===== config.mk =====
export PLATFORM = sky130hd
export DESIGN_NAME = urs_used_ring
export DESIGN_NICKNAME = d
export VERILOG_FILES = /design/src/inc/urs_pkg.sv /design/src/core/urs_used_ring.sv
export VERILOG_INCLUDE_DIRS = /design/src /design/src/inc
export SDC_FILE = /design/constraint.sdc
export NUM_CORES = 1
export LEC_CHECK = 0
export BUFFER_PORTS_ARGS = -buffer_cell sky130_fd_sc_hd__clkbuf_2
export CAP_MARGIN = 20
export CORE_UTILIZATION = 55
export DETAILED_ROUTE_END_ITERATION = 8
export GPL_TIMING_DRIVEN = 0
export PLACE_DENSITY_LB_ADDON = 0.3
export SLEW_MARGIN = 20
export SYNTH_ARGS = -nofsm -noshare
export SYNTH_HDL_FRONTEND = slang
export SYNTH_SLANG_ARGS = --single-unit

===== constraint.sdc =====
create_clock -name sys_clk_i -period 8.8 [get_ports sys_clk_i]
set_input_delay 0.44 -clock sys_clk_i [delete_from_list [all_inputs] [get_ports sys_clk_i]]
set_output_delay 0.44 -clock sys_clk_i [all_outputs]
set_load 0.005 [all_outputs]

===== src/inc/urs_consts.svh =====
// register offsets, field positions and reset values of the used-ring block
`ifndef URS_CONSTS_SVH
`define URS_CONSTS_SVH
`define URS_OFF_CTRL       8'h00
`define URS_OFF_QSIZE      8'h04
`define URS_OFF_AVAIL_BASE 8'h08
`define URS_OFF_USED_BASE  8'h0c
`define URS_OFF_AVAIL_EVT  8'h10
`define URS_OFF_STATUS     8'h14
`define URS_CTRL_EVT_BIT   0
`define URS_CTRL_SUP_BIT   1
`define URS_ST_BUSY_BIT    16
`define URS_ST_KICK_BIT    17
`define URS_QLOG_RST       4'h0
`define URS_RING_HDR       32'h0000_0004
`define URS_IDX_OFF        32'h0000_0002
`define URS_ELEM_BYTES_LOG 3
`define URS_AVAIL_ENT_LOG  1
`endif


===== src/inc/urs_pkg.sv =====
// types of the used-ring block
package urs_pkg;
   typedef enum logic [3:0] {
      URS_IDLE, URS_W_ID, URS_W_LEN, URS_W_IDX, URS_RD_FLAGS, URS_RD_EVT,
      URS_DECIDE, URS_PUB_FLAGS, URS_PUB_EVT
   } urs_state_t;
   typedef struct packed {
      logic evt;
      logic sup;
      logic [3:0] qlog;
      logic [31:0] abase;
      logic [31:0] ubase;
      logic [15:0] aevt;
      logic [15:0] uidx;
      logic kick;
      logic pub;
      urs_state_t st;
      logic [31:0] id;
      logic [31:0] len;
      logic [15:0] old_idx;
      logic aflag;
      logic [15:0] uevt;
      logic mem_req;
      logic mem_we;
      logic [31:0] mem_addr;
      logic [31:0] mem_wdata;
      logic [3:0] mem_be;
      logic wb_ack;
      logic [31:0] wb_dat;
      logic irq;
   } urs_regs_t;
endpackage


===== src/core/urs_used_ring.sv =====
// device side of a split virtual queue: used-ring writer and event suppression
//
// How it works
// - without event index, threshold is ignored
// - without event index, interrupt when flags bit 0 is clear
// - with event index, interrupt when position equals threshold
// - threshold compare on 16-bit wrapping position
// - element holds 32-bit head id, 32-bit length
// - ring: flags, position, elements, trailing notify threshold
// - position starts at 0, slot is position mod size
// - only the device writes the used ring
// - length written before position is advanced
// - reported length never exceeds bytes written
// - used flags only 0 or 1 without index
// - used flags 0 with index, publish threshold
// - device tolerates spurious notifications
`timescale 1ns/100ps
`include "urs_consts.svh"
module urs_used_ring import urs_pkg::*; (
   // clock and reset
   input wire logic sys_clk_i,
   input wire logic rst_n_i,
   // wishbone slave
   input wire logic wb_cyc_i,
   input wire logic wb_stb_i,
   input wire logic wb_we_i,
   input wire logic [7:0] wb_adr_i,
   input wire logic [3:0] wb_sel_i,
   input wire logic [31:0] wb_dat_i,
   output logic [31:0] wb_dat_o,
   output logic wb_ack_o,
   // completed chains from the processing engine
   input wire logic cmp_valid_i,
   input wire logic [31:0] cmp_id_i,
   input wire logic [31:0] cmp_len_i,
   input wire logic [31:0] cmp_written_i,
   output logic cmp_ready_o,
   // shared memory master
   output logic mem_req_o,
   output logic mem_we_o,
   output logic [31:0] mem_addr_o,
   output logic [31:0] mem_wdata_o,
   output logic [3:0] mem_be_o,
   input wire logic mem_ack_i,
   input wire logic [31:0] mem_rdata_i,
   // driver kick and completion interrupt
   input wire logic notify_i,
   output logic irq_o
);
   urs_regs_t s_ff, nxt_s;

   function automatic logic [31:0] merge(input logic [31:0] o, input logic [31:0] d,
                                         input logic [3:0] sel);
      logic [31:0] r;
      r = o;
      for (int i = 0; i < 4; i++) begin
         if (sel[i]) begin
            r[i*8 +: 8] = d[i*8 +: 8];
         end
      end
      return r;
   endfunction

   function automatic logic [31:0] hw_data(input logic [31:0] a, input logic [15:0] v);
      return a[1] ? {v, 16'h0000} : {16'h0000, v};
   endfunction

   function automatic logic [3:0] hw_be(input logic [31:0] a);
      return a[1] ? 4'hc : 4'h3;
   endfunction

   function automatic logic [15:0] hw_sel(input logic [31:0] a, input logic [31:0] d);
      return a[1] ? d[31:16] : d[15:0];
   endfunction

   // slot = position mod queue size; queue size is a power of two
   function automatic logic [31:0] elem_addr(input logic [31:0] base, input logic [15:0] idx,
                                             input logic [3:0] ql);
      logic [15:0] slot;
      slot = idx & 16'((32'h1 << ql) - 32'h1);
      return base + `URS_RING_HDR + ({16'h0000, slot} << `URS_ELEM_BYTES_LOG);
   endfunction

   logic [31:0] qsz;
   logic [31:0] tail_used;
   logic [31:0] tail_avail;
   logic wb_req;
   logic [31:0] aevt_m;
   logic [15:0] rd_half;
   assign qsz = 32'h1 << s_ff.qlog;
   assign tail_used = s_ff.ubase + `URS_RING_HDR + (qsz << `URS_ELEM_BYTES_LOG);
   assign tail_avail = s_ff.abase + `URS_RING_HDR + (qsz << `URS_AVAIL_ENT_LOG);
   assign wb_req = wb_cyc_i && wb_stb_i && !s_ff.wb_ack;
   assign aevt_m = merge({16'h0000, s_ff.aevt}, wb_dat_i, wb_sel_i);
   assign rd_half = hw_sel(s_ff.mem_addr, mem_rdata_i);

   always_comb begin
      nxt_s = s_ff;
      nxt_s.wb_ack = wb_req;
      nxt_s.irq = 1'b0;
      // bus reads
      if (wb_req) begin
         case (wb_adr_i)
            `URS_OFF_CTRL: nxt_s.wb_dat = {30'h0, s_ff.sup, s_ff.evt};
            `URS_OFF_QSIZE: nxt_s.wb_dat = {28'h0, s_ff.qlog};
            `URS_OFF_AVAIL_BASE: nxt_s.wb_dat = s_ff.abase;
            `URS_OFF_USED_BASE: nxt_s.wb_dat = s_ff.ubase;
            `URS_OFF_AVAIL_EVT: nxt_s.wb_dat = {16'h0000, s_ff.aevt};
            `URS_OFF_STATUS: nxt_s.wb_dat = {14'h0, s_ff.kick, s_ff.st != URS_IDLE, s_ff.uidx};
            default: nxt_s.wb_dat = 32'h0000_0000;
         endcase
      end
      // bus writes; a hint change queues a publish of flags and threshold
      if (wb_req && wb_we_i) begin
         case (wb_adr_i)
            `URS_OFF_CTRL: begin
               if (wb_sel_i[0]) begin
                  nxt_s.evt = wb_dat_i[`URS_CTRL_EVT_BIT];
                  nxt_s.sup = wb_dat_i[`URS_CTRL_SUP_BIT];
                  nxt_s.pub = 1'b1;
               end
            end
            `URS_OFF_QSIZE: begin
               if (wb_sel_i[0]) begin
                  nxt_s.qlog = (wb_dat_i[3:0] == 4'hf) ? 4'hf : wb_dat_i[3:0];
               end
            end
            `URS_OFF_AVAIL_BASE:
               nxt_s.abase = merge(s_ff.abase, wb_dat_i, wb_sel_i) & 32'hffff_fffe;
            `URS_OFF_USED_BASE:
               nxt_s.ubase = merge(s_ff.ubase, wb_dat_i, wb_sel_i) & 32'hffff_fffc;
            `URS_OFF_AVAIL_EVT: begin
               nxt_s.aevt = aevt_m[15:0];
               nxt_s.pub = 1'b1;
            end
            default: begin
            end
         endcase
      end
      // kick flag: clear by writing one, a fresh kick in the same cycle wins
      if (wb_req && wb_we_i && wb_adr_i == `URS_OFF_STATUS && wb_sel_i[2] &&
          wb_dat_i[`URS_ST_KICK_BIT]) begin
         nxt_s.kick = 1'b0;
      end
      if (notify_i) begin
         nxt_s.kick = 1'b1;
      end
      case (s_ff.st)
         URS_IDLE: begin
            if (s_ff.pub && !(wb_req && wb_we_i)) begin
               nxt_s.pub = 1'b0;
               nxt_s.st = URS_PUB_FLAGS;
               nxt_s.mem_req = 1'b1;
               nxt_s.mem_we = 1'b1;
               nxt_s.mem_addr = s_ff.ubase;
               // flags word is 0 or 1, and forced to 0 with the event index
               nxt_s.mem_wdata = hw_data(s_ff.ubase, {15'h0, s_ff.sup && !s_ff.evt});
               nxt_s.mem_be = hw_be(s_ff.ubase);
            end else if (cmp_valid_i && !s_ff.pub) begin
               nxt_s.id = cmp_id_i;
               // under-report when the engine wrote fewer bytes than it claims
               nxt_s.len = (cmp_len_i > cmp_written_i) ? cmp_written_i : cmp_len_i;
               nxt_s.old_idx = s_ff.uidx;
               nxt_s.st = URS_W_ID;
               nxt_s.mem_req = 1'b1;
               nxt_s.mem_we = 1'b1;
               nxt_s.mem_addr = elem_addr(s_ff.ubase, s_ff.uidx, s_ff.qlog);
               nxt_s.mem_wdata = cmp_id_i;
               nxt_s.mem_be = 4'hf;
            end
         end
         URS_W_ID: begin
            if (mem_ack_i) begin
               nxt_s.st = URS_W_LEN;
               nxt_s.mem_addr = s_ff.mem_addr + 32'h4;
               nxt_s.mem_wdata = s_ff.len;
            end
         end
         URS_W_LEN: begin
            // the position moves only once the element is complete in memory
            if (mem_ack_i) begin
               nxt_s.st = URS_W_IDX;
               nxt_s.mem_addr = s_ff.ubase + `URS_IDX_OFF;
               nxt_s.mem_wdata = hw_data(s_ff.ubase + `URS_IDX_OFF, s_ff.uidx + 16'h0001);
               nxt_s.mem_be = hw_be(s_ff.ubase + `URS_IDX_OFF);
            end
         end
         URS_W_IDX: begin
            if (mem_ack_i) begin
               nxt_s.uidx = s_ff.uidx + 16'h0001;
               nxt_s.st = URS_RD_FLAGS;
               nxt_s.mem_we = 1'b0;
               nxt_s.mem_addr = s_ff.abase;
               nxt_s.mem_be = hw_be(s_ff.abase);
            end
         end
         URS_RD_FLAGS: begin
            if (mem_ack_i) begin
               nxt_s.aflag = rd_half[0];
               if (s_ff.evt) begin
                  nxt_s.st = URS_RD_EVT;
                  nxt_s.mem_addr = tail_avail;
                  nxt_s.mem_be = hw_be(tail_avail);
               end else begin
                  nxt_s.mem_req = 1'b0;
                  nxt_s.st = URS_DECIDE;
               end
            end
         end
         URS_RD_EVT: begin
            if (mem_ack_i) begin
               nxt_s.uevt = rd_half;
               nxt_s.mem_req = 1'b0;
               nxt_s.st = URS_DECIDE;
            end
         end
         URS_DECIDE: begin
            // threshold only with the event index, flags bit only without it
            if (s_ff.evt) begin
               nxt_s.irq = (s_ff.old_idx == s_ff.uevt);
            end else begin
               nxt_s.irq = !s_ff.aflag;
            end
            nxt_s.st = URS_IDLE;
         end
         URS_PUB_FLAGS: begin
            if (mem_ack_i) begin
               if (s_ff.evt) begin
                  nxt_s.st = URS_PUB_EVT;
                  nxt_s.mem_addr = tail_used;
                  nxt_s.mem_wdata = hw_data(tail_used, s_ff.aevt);
                  nxt_s.mem_be = hw_be(tail_used);
               end else begin
                  nxt_s.mem_req = 1'b0;
                  nxt_s.st = URS_IDLE;
               end
            end
         end
         URS_PUB_EVT: begin
            if (mem_ack_i) begin
               nxt_s.mem_req = 1'b0;
               nxt_s.st = URS_IDLE;
            end
         end
         default: begin
            nxt_s.mem_req = 1'b0;
            nxt_s.st = URS_IDLE;
         end
      endcase
   end

   always_ff @(posedge sys_clk_i or negedge rst_n_i) begin
      if (!rst_n_i) begin
         s_ff <= '0;
         s_ff.qlog <= `URS_QLOG_RST;
         s_ff.st <= URS_IDLE;
      end else begin
         s_ff <= nxt_s;
      end
   end

   assign wb_dat_o = s_ff.wb_dat;
   assign wb_ack_o = s_ff.wb_ack;
   assign cmp_ready_o = (s_ff.st == URS_IDLE) && !s_ff.pub;
   assign mem_req_o = s_ff.mem_req;
   assign mem_we_o = s_ff.mem_we;
   assign mem_addr_o = s_ff.mem_addr;
   assign mem_wdata_o = s_ff.mem_wdata;
   assign mem_be_o = s_ff.mem_be;
   assign irq_o = s_ff.irq;
endmodule


==> reports/qor.yml <==
status:
  status: "complete, no violations"
sta:
  rsz0062_at_grt: "false"
  fin_crit_sh: 0.6853
  fmax_ghz: 0.1658
  drv_slew: 0
  whs_ns: 0.06127
  final_hold_viol_count: 0
  fin_skew_ns: 0.01162
  setup_viol: 0
  fin_tns_setup_ns: 0
  tightest_slew_ns: 1.285
  relSlewSlack: 0.1369
  period_minus_slack_ns: 6.031
critical_path:
  crit_required_ns: 9.25
  crit_path_end_kind: "flop"
  slowest_delay_ns: 0.92
  slowest_stage: "a2111oi_0"
  path_max_fanout: 10
  worstPathArrival_ns: 6.48
  startpoint_type: "flop"
  cp_common_cell: "and2_1"
  worstSetupPathType: "reg -> reg"
  path_cells: "clkbuf_1 -> clkbuf_1 -> nor4_1 -> inv_1 -> ha_1 -> buf_1 -> a21oi_1 -> o22ai_1 -> and2_1 -> ha_1 -> and2_1 -> a22o_1 -> a2111oi_0 -> a221oi_1 -> and2_1 -> nor2_1 -> nor4_1 -> o32ai_1 -> o211ai_1"
floorplanning:
  fp.dieArea_um2: 36900
  core_area_um2: 35570
  start_util: 0.5588
  die_x_um: 192.1
  ios: 285
  die_h_um: 192.1
  num_rows: 69
yosys:
  synth_mux_area_frac: 0.09034
  ys_warn_count: 0
  synth-compound-area-share: 0.2004
  yosys.cell_types.count: 80
  syn_area_um2: 19880
  yosys.area.top_type: "dfrtp_1"
  async_flop_share: 1.000
  synthXorXnorAreaFrac: 0.06742
  yosysMostFrequentCell: "dfrtp_1"
  syn_inst: 2241
  synth-simple-area-share: 0.1553
  ys.flop_type: "dfrtp_1"
  synth-adder-area-share: 0.06459
  synthTopCellsByArea: "dfrtp_1, ha_1, mux2_2, nand2_1, o21ai_0"
  ys_top_cells_by_count: "dfrtp_1, nand2_1, o21ai_0"
  seq_area_frac_synth: 0.3412
  syn_avg_cell_area_um2: 8.869
  synth_top_family_by_area: "compound AO/OA/AOI/OAI gates"
  synth_enable_flop_cells: 0
  ys_ff_latch: 271
  synth_top_area_share: 0.3412
clock_tree:
  clkSinkCount: 271
  cts.path.max_buffers: 3
  clk_pin_slew_ns: 0.06
  h-tree-depth: 1
  cts_tree: "built"
  cts-buffers-inserted: 31
  cts_setup_buffers: 0
  clock-root-buffer: "clkbuf_16"
  clk_latency_ns: 0.60
grt:
  track_usage: 0.4183
  grt_pass1_wl_um: 114600
  grt-ovfl-total: 0
  use_met1: 0.5781
  use_met2: 0.6218
  use_met3: 0.08314
  first_global_vias: 18560
  grt-busiest-layer: "met2"
  grt_max_degree: 92
  antenna_found_initial: 3
drt:
  first_iter_violations: 2732
  drt_pass1_iterations: 8
  vias: 19770
  wl_um: 77510
  drcViolationCount: 0
  drt-wirelength-per-cell_um: 25.41
  avgViaCountPerCell: 6.481
  ant_nets: 0
place:
  dp_hpwl_um: 61350
  post_dp_cell_area_um2: 22000
  place_inst: 2990
  gp_congestion: 1.059
  port_buffers: 280
power_and_ir_drop:
  peakVddDrop_mv: 0.2339
  cellLeakagePower_uw: 0.01100
  p_total_uw: 5299
  p_per_area_nw_per_um2: 229.7
cells_and_area:
  final_layout_size_suffix_gt1_frac: 0.2224
  final_cells: 3050
  areaGrowthSynthToFinish_pct: 16.06
  final_area_um2: 23070
  num-nets-final: 2843
hold_path:
  hold_class: "in -> reg"
flow_run:
  drv_cap: 0
[kinds of logic after synthesis]
family,after synthesis
buf+inv,313
compound gates,585
other cells,1
xor+xnor,153
fa+ha+maj,101
simple gates,650
mux,167
flops,271
[path summary, 6_finish.rpt]
kind,start,to,slack [ns],cells past startpoint
setup / recovery,s_ff[303]$_DFFE_PN0P_,mem_addr_o[23]$_DFFE_PN0P_,2.77,19
min in group asynchronous,rst_n_i,mem_addr_o[28]$_DFFE_PN0P_,0.36,2
max in group asynchronous,rst_n_i,s_ff[162]$_DFFE_PN0P_,6.91,5
setup reg to reg,s_ff[303]$_DFFE_PN0P_,mem_addr_o[23]$_DFFE_PN0P_,2.77,19
hold reg to reg,wb_dat_o[28]$_DFFE_PN0P_,wb_dat_o[28]$_DFFE_PN0P_,0.48,2
hold / removal,notify_i,s_ff[206]$_DFFE_PN0P_,0.06,2
[routing by layer]
metal | share of wire | vias up
met2 | 0.43 | 1256
met3 | 0.11 | 214
met5 | 0 | -
met4 | 0.052 | 0
met1 | 0.41 | 9556
li1 | - | 8740
[cell usage in the layout, fill, tap and decap left out, types with 36 or more instances in the layout]
master | Yosys | routed
nand4_1 | 36 | 36
clkbuf_2 | 0 | 279
ha_1 | 97 | 97
dfrtp_1 | 271 | 271
nor2_1 | 129 | 129
clkbuf_1 | 106 | 114
mux2i_1 | 68 | 68
o21ai_0 | 173 | 173
inv_1 | 70 | 70
nand2_1 | 259 | 259
a21oi_1 | 100 | 100
buf_4 | 110 | 112
mux2_2 | 99 | 99
nand3_1 | 60 | 60
a221oi_1 | 51 | 51
xor2_1 | 65 | 65
xnor2_1 | 88 | 88
[power by group]
part | switching (uW) | internal (uW)
logic | 1340 | 837
clock network | 555 | 797
registers | 257 | 1520
[stage by stage]
step,setup WS (ns),utilization
6_report,2.769,0.6485
5_1_grt,2.389,0.6484
4_1_cts,2.896,0.6482
3_5_place_dp,2.974,0.6186
3_3_place_gp,1.655,0.6145
2_1_floorplan,4.422,-
[what timing repair did]
| action | 4_1_cts | 5_1_grt |
|---|---|---|
| hold buffers | 1 | 0 |
| hold endpoints to repair | 57 | 0 |
| resized for setup | 0 | 0 |
[worst max-delay path: cells and delay by family (launching register included)]
kind	cells	cell delay, ns
adder cells (fa/ha/maj)	2	0.63
AND/OR/NAND/NOR	6	1.82
AO/OA/AOI/OAI	7	2.18
flip-flops	1	0.37
buffers and inverters	4	0.87
[final cells by class]
type / count / area (um^2)
Tap cell: 461 / 576.8
Multi-Input combinational cell: 1658 / 11520
Fill cell: 3032 / 12500
Sequential cell: 271 / 6782
Timing Repair Buffer: 288 / 1534
Clock inverter: 13 / 180.2
Buffer: 243 / 1339
Clock buffer: 43 / 860.8
Antenna cell: 3 / 7.507
Inverter: 70 / 262.8
[sequential cells by signal, indices dropped and copies added, names as in the netlist]
signal and count:
mem_we_o 1, s_ff 170, wb_dat_o 32, mem_addr_o 31, mem_wdata_o 32, mem_req_o 1
wb_ack_o 1, irq_o 1, mem_be_o 2
Power figures use the tool's default switching activity.
